[src/design/shsw_pkg.sv]
package shsw_pkg;
  localparam logic [31:0] SHSW_WAIT_SEL_ADDR = 32'hFFFFF6C0;
  localparam logic [7:0] SHSW_WAIT_SEL_RESET = 8'h06;
  localparam int SHSW_SEL_W = 3;
  localparam logic [2:0] SHSW_SEL_MAX = 3'h6;
  localparam logic [2:0] SHSW_SEL_BAD = 3'h7;
  localparam int SHSW_BASE_EXP = 10;
  localparam int SHSW_CNT_W = 17;
  localparam int SHSW_NIRQ = 15;
  localparam int SHSW_NPERI = 8;
  localparam logic [4:0] SHSW_PRIO_NONE = 5'h1F;
  localparam logic [31:0] SHSW_CTRL_ADDR = 32'h00000000;
  localparam logic [31:0] SHSW_STAT_ADDR = 32'h00000004;
  localparam logic [31:0] SHSW_WSEL_ADDR = 32'h00000008;
  localparam int SHSW_CTRL_HALT = 0;
  localparam int SHSW_CTRL_STOP = 1;
  localparam int SHSW_CTRL_DEEP_IDLE_MODE = 2;
  localparam int SHSW_CTRL_DONE = 3;
  typedef enum logic [1:0] {SHSW_NORMAL, SHSW_HALT, SHSW_OSC_START, SHSW_SETTLE} shsw_mode_t;
endpackage

[src/design/shsw_if.sv]
`timescale 1ns/10ps
`default_nettype none
interface shsw_if;
  logic halt_exec;
  logic stop_release;
  logic deep_idle_mode_release;
  logic osc_running;
  logic [7:0] wsel_wdata;
  logic wsel_we;
  logic wsel_re;
  logic [7:0] wsel_rdata;
  logic nmi_req;
  logic [14:0] ext_irq;
  logic [7:0] peri_irq;
  logic [4:0] req_prio;
  logic [4:0] cur_prio;
  logic reset_src;
  logic cpu_clk_en;
  logic halted;
  logic settling;
  logic wake;
  logic wake_ack;
  logic reset_seq;
  modport dev (input halt_exec, stop_release, deep_idle_mode_release, osc_running, wsel_wdata, wsel_we, wsel_re,
    nmi_req, ext_irq, peri_irq, req_prio, cur_prio, reset_src,
    output wsel_rdata, cpu_clk_en, halted, settling, wake, wake_ack, reset_seq);
  modport core (output halt_exec, stop_release, deep_idle_mode_release, osc_running, wsel_wdata, wsel_we, wsel_re,
    nmi_req, ext_irq, peri_irq, req_prio, cur_prio, reset_src,
    input wsel_rdata, cpu_clk_en, halted, settling, wake, wake_ack, reset_seq);
endinterface
`default_nettype wire

[src/design/shsw_dev.sv]
// Notes on behaviour
// - One select register times stop and deep-idle waits
// - Select register accessed only as byte
// - Reset loads select register with 06
// - Wait is 2^(10+select) oscillator periods
// - Software writes zero to bits three-seven
// - Counting starts once oscillator is running
// - After reset longest wait applies
// - Halt instruction enters halt mode
// - Halt gates only CPU clock
// - Halt stops execution, RAM kept
// - Five NOPs follow halt instruction
// - Pending request: enter halt, leave immediately
// - NMI, unmasked pin or peripheral wakes
// - Any reset source ends halt
// - Release returns to normal mode
// - Lower priority wakes unacknowledged, stays pending
// - Reset release runs normal reset sequence
`timescale 1ns/10ps
`default_nettype none
module shsw_dev (
  input wire logic mclk_i, // Main oscillator clock
  input wire logic rst_i, // Synchronous reset
  shsw_if.dev bus // Core side
);
  typedef struct packed {
    shsw_pkg::shsw_mode_t mode;
    logic [shsw_pkg::SHSW_SEL_W-1:0] sel;
    logic [shsw_pkg::SHSW_CNT_W-1:0] cnt;
    logic [7:0] rdata;
    logic clk_en;
    logic halted;
    logic settling;
    logic wake;
    logic ack;
    logic rst_seq;
  } shsw_dev_st_t;

  shsw_dev_st_t s_q;
  shsw_dev_st_t s_d;
  logic irq_any;
  logic [shsw_pkg::SHSW_CNT_W-1:0] target;

  assign irq_any = bus.nmi_req | (|bus.ext_irq) | (|bus.peri_irq);
  // Final count minus one for the selected exponent
  assign target = shsw_pkg::SHSW_CNT_W'((1 << (shsw_pkg::SHSW_BASE_EXP + int'(s_q.sel))) - 1);

  always_comb
  begin
    s_d = s_q;
    s_d.wake = 1'b0;
    s_d.ack = 1'b0;
    s_d.rst_seq = 1'b0;
    s_d.rdata = 8'h00;
    if (bus.wsel_re)
    begin
      s_d.rdata = {5'h00, s_q.sel};
    end
    if (bus.wsel_we)
    begin
      // Upper bits dropped; value 7 clamped to the longest legal wait
      s_d.sel = (bus.wsel_wdata[2:0] == shsw_pkg::SHSW_SEL_BAD) ? shsw_pkg::SHSW_SEL_MAX
                                                               : bus.wsel_wdata[2:0];
    end
    case (s_q.mode)
      shsw_pkg::SHSW_NORMAL:
      begin
        s_d.clk_en = 1'b1;
        if (bus.halt_exec)
        begin
          s_d.mode = shsw_pkg::SHSW_HALT;
          s_d.clk_en = 1'b0;
          s_d.halted = 1'b1;
        end
        else if (bus.stop_release || bus.deep_idle_mode_release)
        begin
          s_d.mode = shsw_pkg::SHSW_OSC_START;
          s_d.clk_en = 1'b0;
        end
      end
      shsw_pkg::SHSW_HALT:
      begin
        // Pending request seen in the first halt cycle leaves at once
        if (irq_any)
        begin
          s_d.mode = shsw_pkg::SHSW_NORMAL;
          s_d.clk_en = 1'b1;
          s_d.halted = 1'b0;
          s_d.wake = 1'b1;
          s_d.ack = bus.nmi_req || (bus.req_prio < bus.cur_prio);
        end
      end
      shsw_pkg::SHSW_OSC_START:
      begin
        s_d.cnt = '0;
        if (bus.osc_running)
        begin
          s_d.mode = shsw_pkg::SHSW_SETTLE;
          s_d.settling = 1'b1;
        end
      end
      shsw_pkg::SHSW_SETTLE:
      begin
        s_d.cnt = s_q.cnt + 1'b1;
        if (s_q.cnt == target)
        begin
          s_d.mode = shsw_pkg::SHSW_NORMAL;
          s_d.clk_en = 1'b1;
          s_d.settling = 1'b0;
        end
      end
      default:
      begin
        s_d.mode = shsw_pkg::SHSW_NORMAL;
      end
    endcase
    if (bus.reset_src)
    begin
      // Reset source wins over mode, select and gate flags (a wake in the same cycle still pulses); restart as from power-up
      s_d.mode = shsw_pkg::SHSW_OSC_START;
      s_d.sel = shsw_pkg::SHSW_WAIT_SEL_RESET[2:0];
      s_d.clk_en = 1'b0;
      s_d.halted = 1'b0;
      s_d.settling = 1'b0;
      s_d.rst_seq = 1'b1;
    end
  end

  always_ff @(posedge mclk_i)
  begin
    if (rst_i)
    begin
      s_q <= '0;
      s_q.mode <= shsw_pkg::SHSW_OSC_START;
      s_q.sel <= shsw_pkg::SHSW_WAIT_SEL_RESET[2:0];
    end
    else
    begin
      s_q <= s_d;
    end
  end

  assign bus.wsel_rdata = s_q.rdata;
  assign bus.cpu_clk_en = s_q.clk_en;
  assign bus.halted = s_q.halted;
  assign bus.settling = s_q.settling;
  assign bus.wake = s_q.wake;
  assign bus.wake_ack = s_q.ack;
  assign bus.reset_seq = s_q.rst_seq;
endmodule
`default_nettype wire

[src/flat_wrapper.sv]
// flat-port wrapper written by rule: the top's interface ports become plain ports
module shsw_dev_flat 
  (mclk_i, rst_i, bus_halt_exec, bus_stop_release, bus_deep_idle_mode_release, bus_osc_running, bus_wsel_wdata, bus_wsel_we, bus_wsel_re, bus_nmi_req, bus_ext_irq, bus_peri_irq, bus_req_prio, bus_cur_prio, bus_reset_src, bus_wsel_rdata, bus_cpu_clk_en, bus_halted, bus_settling, bus_wake, bus_wake_ack, bus_reset_seq);
  shsw_if bus_i ();
  input wire logic mclk_i;
  input wire logic rst_i;
  input wire logic [$bits(bus_i.halt_exec)-1:0] bus_halt_exec;
  input wire logic [$bits(bus_i.stop_release)-1:0] bus_stop_release;
  input wire logic [$bits(bus_i.deep_idle_mode_release)-1:0] bus_deep_idle_mode_release;
  input wire logic [$bits(bus_i.osc_running)-1:0] bus_osc_running;
  input wire logic [$bits(bus_i.wsel_wdata)-1:0] bus_wsel_wdata;
  input wire logic [$bits(bus_i.wsel_we)-1:0] bus_wsel_we;
  input wire logic [$bits(bus_i.wsel_re)-1:0] bus_wsel_re;
  input wire logic [$bits(bus_i.nmi_req)-1:0] bus_nmi_req;
  input wire logic [$bits(bus_i.ext_irq)-1:0] bus_ext_irq;
  input wire logic [$bits(bus_i.peri_irq)-1:0] bus_peri_irq;
  input wire logic [$bits(bus_i.req_prio)-1:0] bus_req_prio;
  input wire logic [$bits(bus_i.cur_prio)-1:0] bus_cur_prio;
  input wire logic [$bits(bus_i.reset_src)-1:0] bus_reset_src;
  output wire logic [$bits(bus_i.wsel_rdata)-1:0] bus_wsel_rdata;
  output wire logic [$bits(bus_i.cpu_clk_en)-1:0] bus_cpu_clk_en;
  output wire logic [$bits(bus_i.halted)-1:0] bus_halted;
  output wire logic [$bits(bus_i.settling)-1:0] bus_settling;
  output wire logic [$bits(bus_i.wake)-1:0] bus_wake;
  output wire logic [$bits(bus_i.wake_ack)-1:0] bus_wake_ack;
  output wire logic [$bits(bus_i.reset_seq)-1:0] bus_reset_seq;
  assign bus_i.halt_exec = bus_halt_exec;
  assign bus_i.stop_release = bus_stop_release;
  assign bus_i.deep_idle_mode_release = bus_deep_idle_mode_release;
  assign bus_i.osc_running = bus_osc_running;
  assign bus_i.wsel_wdata = bus_wsel_wdata;
  assign bus_i.wsel_we = bus_wsel_we;
  assign bus_i.wsel_re = bus_wsel_re;
  assign bus_i.nmi_req = bus_nmi_req;
  assign bus_i.ext_irq = bus_ext_irq;
  assign bus_i.peri_irq = bus_peri_irq;
  assign bus_i.req_prio = bus_req_prio;
  assign bus_i.cur_prio = bus_cur_prio;
  assign bus_i.reset_src = bus_reset_src;
  assign bus_wsel_rdata = bus_i.wsel_rdata;
  assign bus_cpu_clk_en = bus_i.cpu_clk_en;
  assign bus_halted = bus_i.halted;
  assign bus_settling = bus_i.settling;
  assign bus_wake = bus_i.wake;
  assign bus_wake_ack = bus_i.wake_ack;
  assign bus_reset_seq = bus_i.reset_seq;
  shsw_dev u_core (.mclk_i(mclk_i), .rst_i(rst_i), .bus(bus_i));
endmodule
[config.mk]
export PLATFORM = sky130hd
export DESIGN_NAME = shsw_dev_flat
export DESIGN_NICKNAME = d
export VERILOG_FILES = /design/src/design/shsw_pkg.sv /design/src/design/shsw_if.sv /design/src/design/shsw_dev.sv /design/src/flat_wrapper.sv
export SDC_FILE = /design/constraint.sdc
export NUM_CORES = 1
export LEC_CHECK = 0
export BUFFER_PORTS_ARGS = -buffer_cell sky130_fd_sc_hd__buf_2
export CORE_MARGIN = 2
export CORE_UTILIZATION = 48
export CTS_CLUSTER_DIAMETER = 50
export DETAILED_ROUTE_END_ITERATION = 6
export GPL_ROUTABILITY_DRIVEN = 1
export GPL_TIMING_DRIVEN = 0
export PLACE_DENSITY_LB_ADDON = 0.08
export SLEW_MARGIN = 20
export SYNTH_ARGS = -nofsm -noshare
export SYNTH_HDL_FRONTEND = slang
export SYNTH_SLANG_ARGS = --single-unit
[constraint.sdc]
create_clock -name mclk_i -period 2.95 [get_ports mclk_i]
set_input_delay 0.295 -clock mclk_i [delete_from_list [all_inputs] [get_ports mclk_i]]
set_output_delay 0.295 -clock mclk_i [all_outputs]
set_load 0.01 [all_outputs]
After elaboration in Yosys (flattened, before gate mapping):

Cells that the tools add are included.

* logic and storage cells: 67
* output and inout port bits: 14
* bits of input ports: 51
* flip-flop bits (word level): 36

* reduce and logical (&&, ||, !) cells: 16
* add/subtract/negate cells: 3
* shift operators: 1
* eq/ne operators: 10
* $lt $le $gt $ge: 1
* mux-type cells: 20
* bitwise operators: 5

Operator list (number)
* 17-bit one-hot mux with 2 select lines: 1
* 1-bit by 32-bit left shift with 17-bit output, first input constant: 1
* 17-bit by 1-bit adder with 17-bit output, second input constant: 1
* 17-bit == test: 1
* 17-bit by 2-bit subtractor with 17-bit output, second input constant: 1
* 15-bit OR reduction: 1
* 2-bit 2-to-1 mux: 7
* 3-bit AND reduction: 3
* 2-bit one-hot mux with 4 select lines: 1
* 8-bit OR reduction: 1
* 1-bit 2-to-1 mux: 7
* 2-bit OR reduction: 3
* 4-bit by 3-bit adder with 5-bit output, first input constant: 1
* 5-bit less-than comparator: 1
* 2-bit == test, second input constant: 2
* 2-bit by 1-bit != test with 1-bit output, second input constant: 2
* 2-bit != test, second input constant: 2
* 1-bit one-hot mux with 2 select lines: 2
* 4-bit AND reduction: 1
* 2-bit nonzero test: 2
* 3-bit == test, second input constant: 1
* 3-bit 2-to-1 mux: 1
* 3-bit by 2-bit != test with 1-bit output, second input constant: 1
* 1-bit inverter: 3
* 7 further kinds: 9

Logic depth before layout (Yosys ltp):

* word-level depth: 6
* mapped depth: 7

Worst setup path after synthesis:

No wires, ideal clock.

* path kind: register to register
* start: register u_core.s_q[32] (netlist bit)
* end: register u_core.s_q, in the netlist u_core.bus.settling
* slack: 867 ps
* period minus slack after synthesis: 2083 ps
* cell stages (with the launch flop): 8
* arrival time: 1965 ps
* required time: 2831 ps
* path through: dfxtp_1 inv_2 ha_1 nor4bb_1 xnor2_1 nand3_1 a211o_1 o221a_1

* cells in the longest elaborated chain, start to end: 6

Ends and longest elaborated chain
* start, declared: RTL line shsw_dev.sv:39 `shsw_dev_st_t s_q;`
* 4-bit by 3-bit adder with 5-bit output: RTL line shsw_dev.sv:46 `assign target = shsw_pkg::SHSW_CNT_W'((1 << (shsw_pkg::SHSW_BASE_EXP + int'(s_q.sel))) - 1);`
* 1-bit by 32-bit left shift with 17-bit output: RTL line shsw_dev.sv:46
* 17-bit by 2-bit subtractor with 17-bit output: RTL line shsw_dev.sv:46
* 17-bit == test: RTL line shsw_dev.sv:105 `if (s_q.cnt == target)`
* 2-bit by 1-bit != test with 1-bit output (no line)
* 3-bit AND reduction (no line)

Every way passes these cells.
A chain may end at the register's enable or synchronous reset.

Worst setup path after layout:

Same ends and word-level chain as after synthesis.

==> results.py <==
metrics = {
    "outcome": {
        "run_status": "finished, final reports clean",
    },
    "placed_design": {
        "dpl_worst_slack_ns": 0.640,
        "placed_area_um2": 2020,
        "place_congestion": 0.791,
        "hpwl_um": 2610,
        "port-buffer-count": 54,
    },
    "global_routing": {
        "overflow": 0,
        "gr-max-usage-layer": "met2",
        "antenna_found_initial": 0,
        "grt_max_degree": 11,
        "grt_use_met1_pct": 22.0,
        "grt.met3_usage_pct": 6.43,
        "first_global_vias": 1390,
        "grt_pass1_wl_um": 5820,
        "met2_usage_pct": 29.9,
        "grt_use_total_pct": 18.1,
    },
    "synthesis": {
        "ys_seq_elements": 31,
        "synth_area_leaders": "dfxtp_1 37%, ha_1 8.2%, xor2_1 6.8%, xnor2_1 5.7%, nor2_1 5.6%",
        "ys_async_sr_fraction_pct": 0,
        "synth_area_um2": 1680,
        "yosysWarningCount": 0,
        "synth_edf_count": 0,
        "ys.flop_type": "dfxtp_1",
        "syn_inst": 192,
        "synth.distinct_cells": 39,
        "syn_avg_cell_area_um2": 8.76,
        "synth_top_area_share_pct": 36.9,
        "ys_seq_area_share_pct": 36.9,
        "yosys.area.top_type": "dfxtp_1",
    },
    "clock_tree": {
        "post_cts_resized": 0,
        "clk_path_buf_depth": 2,
        "hold_buffers": 0,
        "cts_sinks": 31,
        "clk_pin_slew_worst_paths_ns": 0.09,
        "cts_buffers": 5,
        "cts-root-buf": "clkbuf_4",
        "cts_tree": "done",
        "cts_setup_buffers": 0,
        "clock_latency_ns": 0.33,
        "h-tree-depth": 2,
    },
    "flow_run": {
        "cap_violations": 0,
    },
    "power": {
        "cellPowerDensity_nw_per_um2": 375,
        "p_int_uw": 588,
        "combPwrFrac_pct": 12.4,
        "clkPwrFrac_pct": 32.3,
        "power.share.sequential_pct": 55.2,
        "power_uw": 780,
        "peakVddDrop_mv": 0.236,
        "p_sw_uw": 193,
        "p_leak_nw": 0.931,
        "switching_share_pct": 24.7,
    },
    "timing": {
        "fin_tns_setup_ns": 0,
        "final-max-slew-violation-count": 0,
        "fin_crit_ns": 2.33,
        "worst_slack_ns": 0.622,
        "fin_skew_ns": 0.00754,
        "clock.fmax_ghz": 0.429,
        "max_slew.worst_pin.slew_ns": 0.585,
        "finalCritPeriodShare_pct": 78.9,
        "slew_headroom_pct": 60.7,
        "setup_viol": 0,
        "hold_viol": 0,
        "hold_ws_ns": 0.173,
        "rsz0062_at_grt": "false",
    },
    "detailed_routing": {
        "drt_wl_total_um": 3310,
        "vias": 1502,
        "drtAntennaViolNets": 0,
        "wl_per_cell_um": 10.9,
        "drt-vias-per-instance": 4.96,
        "route.detailed.drc": 0,
        "drtIter0Drc": 32,
        "drtPass1Iterations": 4,
    },
    "floorplan": {
        "die_w_um": 63.2,
        "initial_core_util_pct": 50.0,
        "io_pins": 65,
        "num_rows": 21,
        "design.die.area_um2": 3990,
        "die_height_um": 63.2,
        "core_area_um2": 3360,
    },
    "layout": {
        "multiInputGateArea_um2": 975,
        "area_delta_synth_final_pct": 23.7,
        "drive_above_1_share_pct": 28.0,
        "fillCellCount": 329,
        "seq_area_um2": 621,
        "layout.nets": 319,
        "n_antenna_cell": 0,
        "fin_area_um2": 2080,
    },
    "setup_path": {
        "worstSetupPathType": "flop to flop",
        "required_ns": 3.18,
        "r2r-end": "u_core.bus.settling",
        "end_kind": "flop",
        "cp.arrival_ns": 2.56,
        "crit_fanout": 10,
        "start_kind": "flop",
        "regToRegStartpoint": "u_core.s_q[32]",
        "rrSetupSlack_ns": 0.62,
        "ff2ff_path_depth": 7,
    },
    "min_path": {
        "hp-start": "bus_reset_src",
        "whs_path_depth": 2,
        "hold_class": "primary input to flop",
        "hold_path_end": "u_core.s_q[31]",
    },
}
==> logic make-up (layout without fill, tap and decap cells) <==
group | after synthesis | after routing | share of synthesized area [%]
and+or+nand+nor | 82 | 82 | 25.7
DFF | 31 | 31 | 36.9
AOI/OAI and AO/OA | 24 | 24 | 10.5
xor gates and xnor gates | 24 | 24 | 12.5
buffers and inverters | 19 | 80 | 6.03
adders and majority gates | 11 | 11 | 8.18
other | 1 | 5 | 0.223
==> flip-flops by register name, summed over array words and instances, names as in the netlist <==
name,flops
u_core.bus.cpu_clk_en,1
u_core.bus.halted,1
u_core.bus.reset_seq,1
u_core.bus.settling,1
u_core.bus.wake,1
u_core.bus.wake_ack,1
u_core.bus.wsel_rdata,3
u_core.s_q,22
==> layout by cell type (no fill, tap or decap), types with 6 or more instances in the layout <==
master / n
nand2_1: 9
buf_2: 54
nor2_1: 25
buf_4: 8
xnor2_1: 11
nand3_1: 9
and3_1: 6
ha_1: 11
inv_1: 7
dfxtp_1: 31
xor2_1: 13
nor4_1: 7
==> power by group through the flow <==
stage / registers (mW) / logic (mW) / clock network (mW)
floorplan: 0.440 / 0.0533 / 0
global placement: 0.441 / 0.0961 / 0
detailed placement: 0.441 / 0.0976 / 0
CTS: 0.431 / 0.0978 / 0.260
global route: 0.432 / 0.109 / 0.273
finish: 0.431 / 0.0971 / 0.252
==> area by class of cell <==
cell class | instances | share of cell area [%]
Timing Repair Buffer | 54 | 13.0
Tap cell | 46 | 2.77
Buffer | 11 | 3.43
Clock buffer | 6 | 2.47
Inverter | 8 | 1.44
Clock inverter | 1 | 0.241
Multi-Input combinational cell | 146 | 46.8
Sequential cell | 31 | 29.8
==> how the worst max path moves through the flow <==
stage                    from  slack, ns                   to  cells past startpoint
6_report       u_core.s_q[32]       0.62  u_core.bus.settling                      7
5_1_grt        u_core.s_q[32]       0.42  u_core.bus.settling                      7
4_1_cts        u_core.s_q[32]       0.61  u_core.bus.settling                      7
3_5_place_dp   u_core.s_q[32]       0.64  u_core.bus.settling                      7
3_3_place_gp   u_core.s_q[32]       0.64  u_core.bus.settling                      7
2_1_floorplan  u_core.s_q[32]       0.87  u_core.bus.settling                      7
==> synthesized netlist by cell type, types with 3 or more instances <==
master	number
inv_1	7
and3_1	6
nand2b_1	5
xnor2_1	11
nand4_1	5
nor2_1	25
nand3_1	9
clkbuf_1	3
xor2_1	13
and2_1	3
nor4_1	7
buf_4	8
a21oi_1	4
nor3_1	5
a21o_1	3
dfxtp_1	31
ha_1	11
nor2b_1	4
nand2_1	9
==> through the flow <==
stage	utilization [%]	instances
after floorplan	-	196
after global placement	60.2	296
after detailed placement	60.2	296
after CTS	61.9	303
after global routing	61.9	303
final	61.9	303
==> layer usage <==
layer | share of wire [%] | wire length (µm)
met1 | 47 | 1550
met2 | 47 | 1570
met3 | 4.9 | 164
met4 | 0.88 | 29
met5 | 0 | 0
==> worst max-delay path: stages (launching register included) <==
cell and delay [ns]:
dfxtp_1 0.53, inv_2 0.11, ha_1 0.38, nor4bb_1 0.37, xnor2_1 0.16, nand3_1 0.09
a211o_1 0.32, o221a_1 0.26
Power figures use the tool's default switching activity.
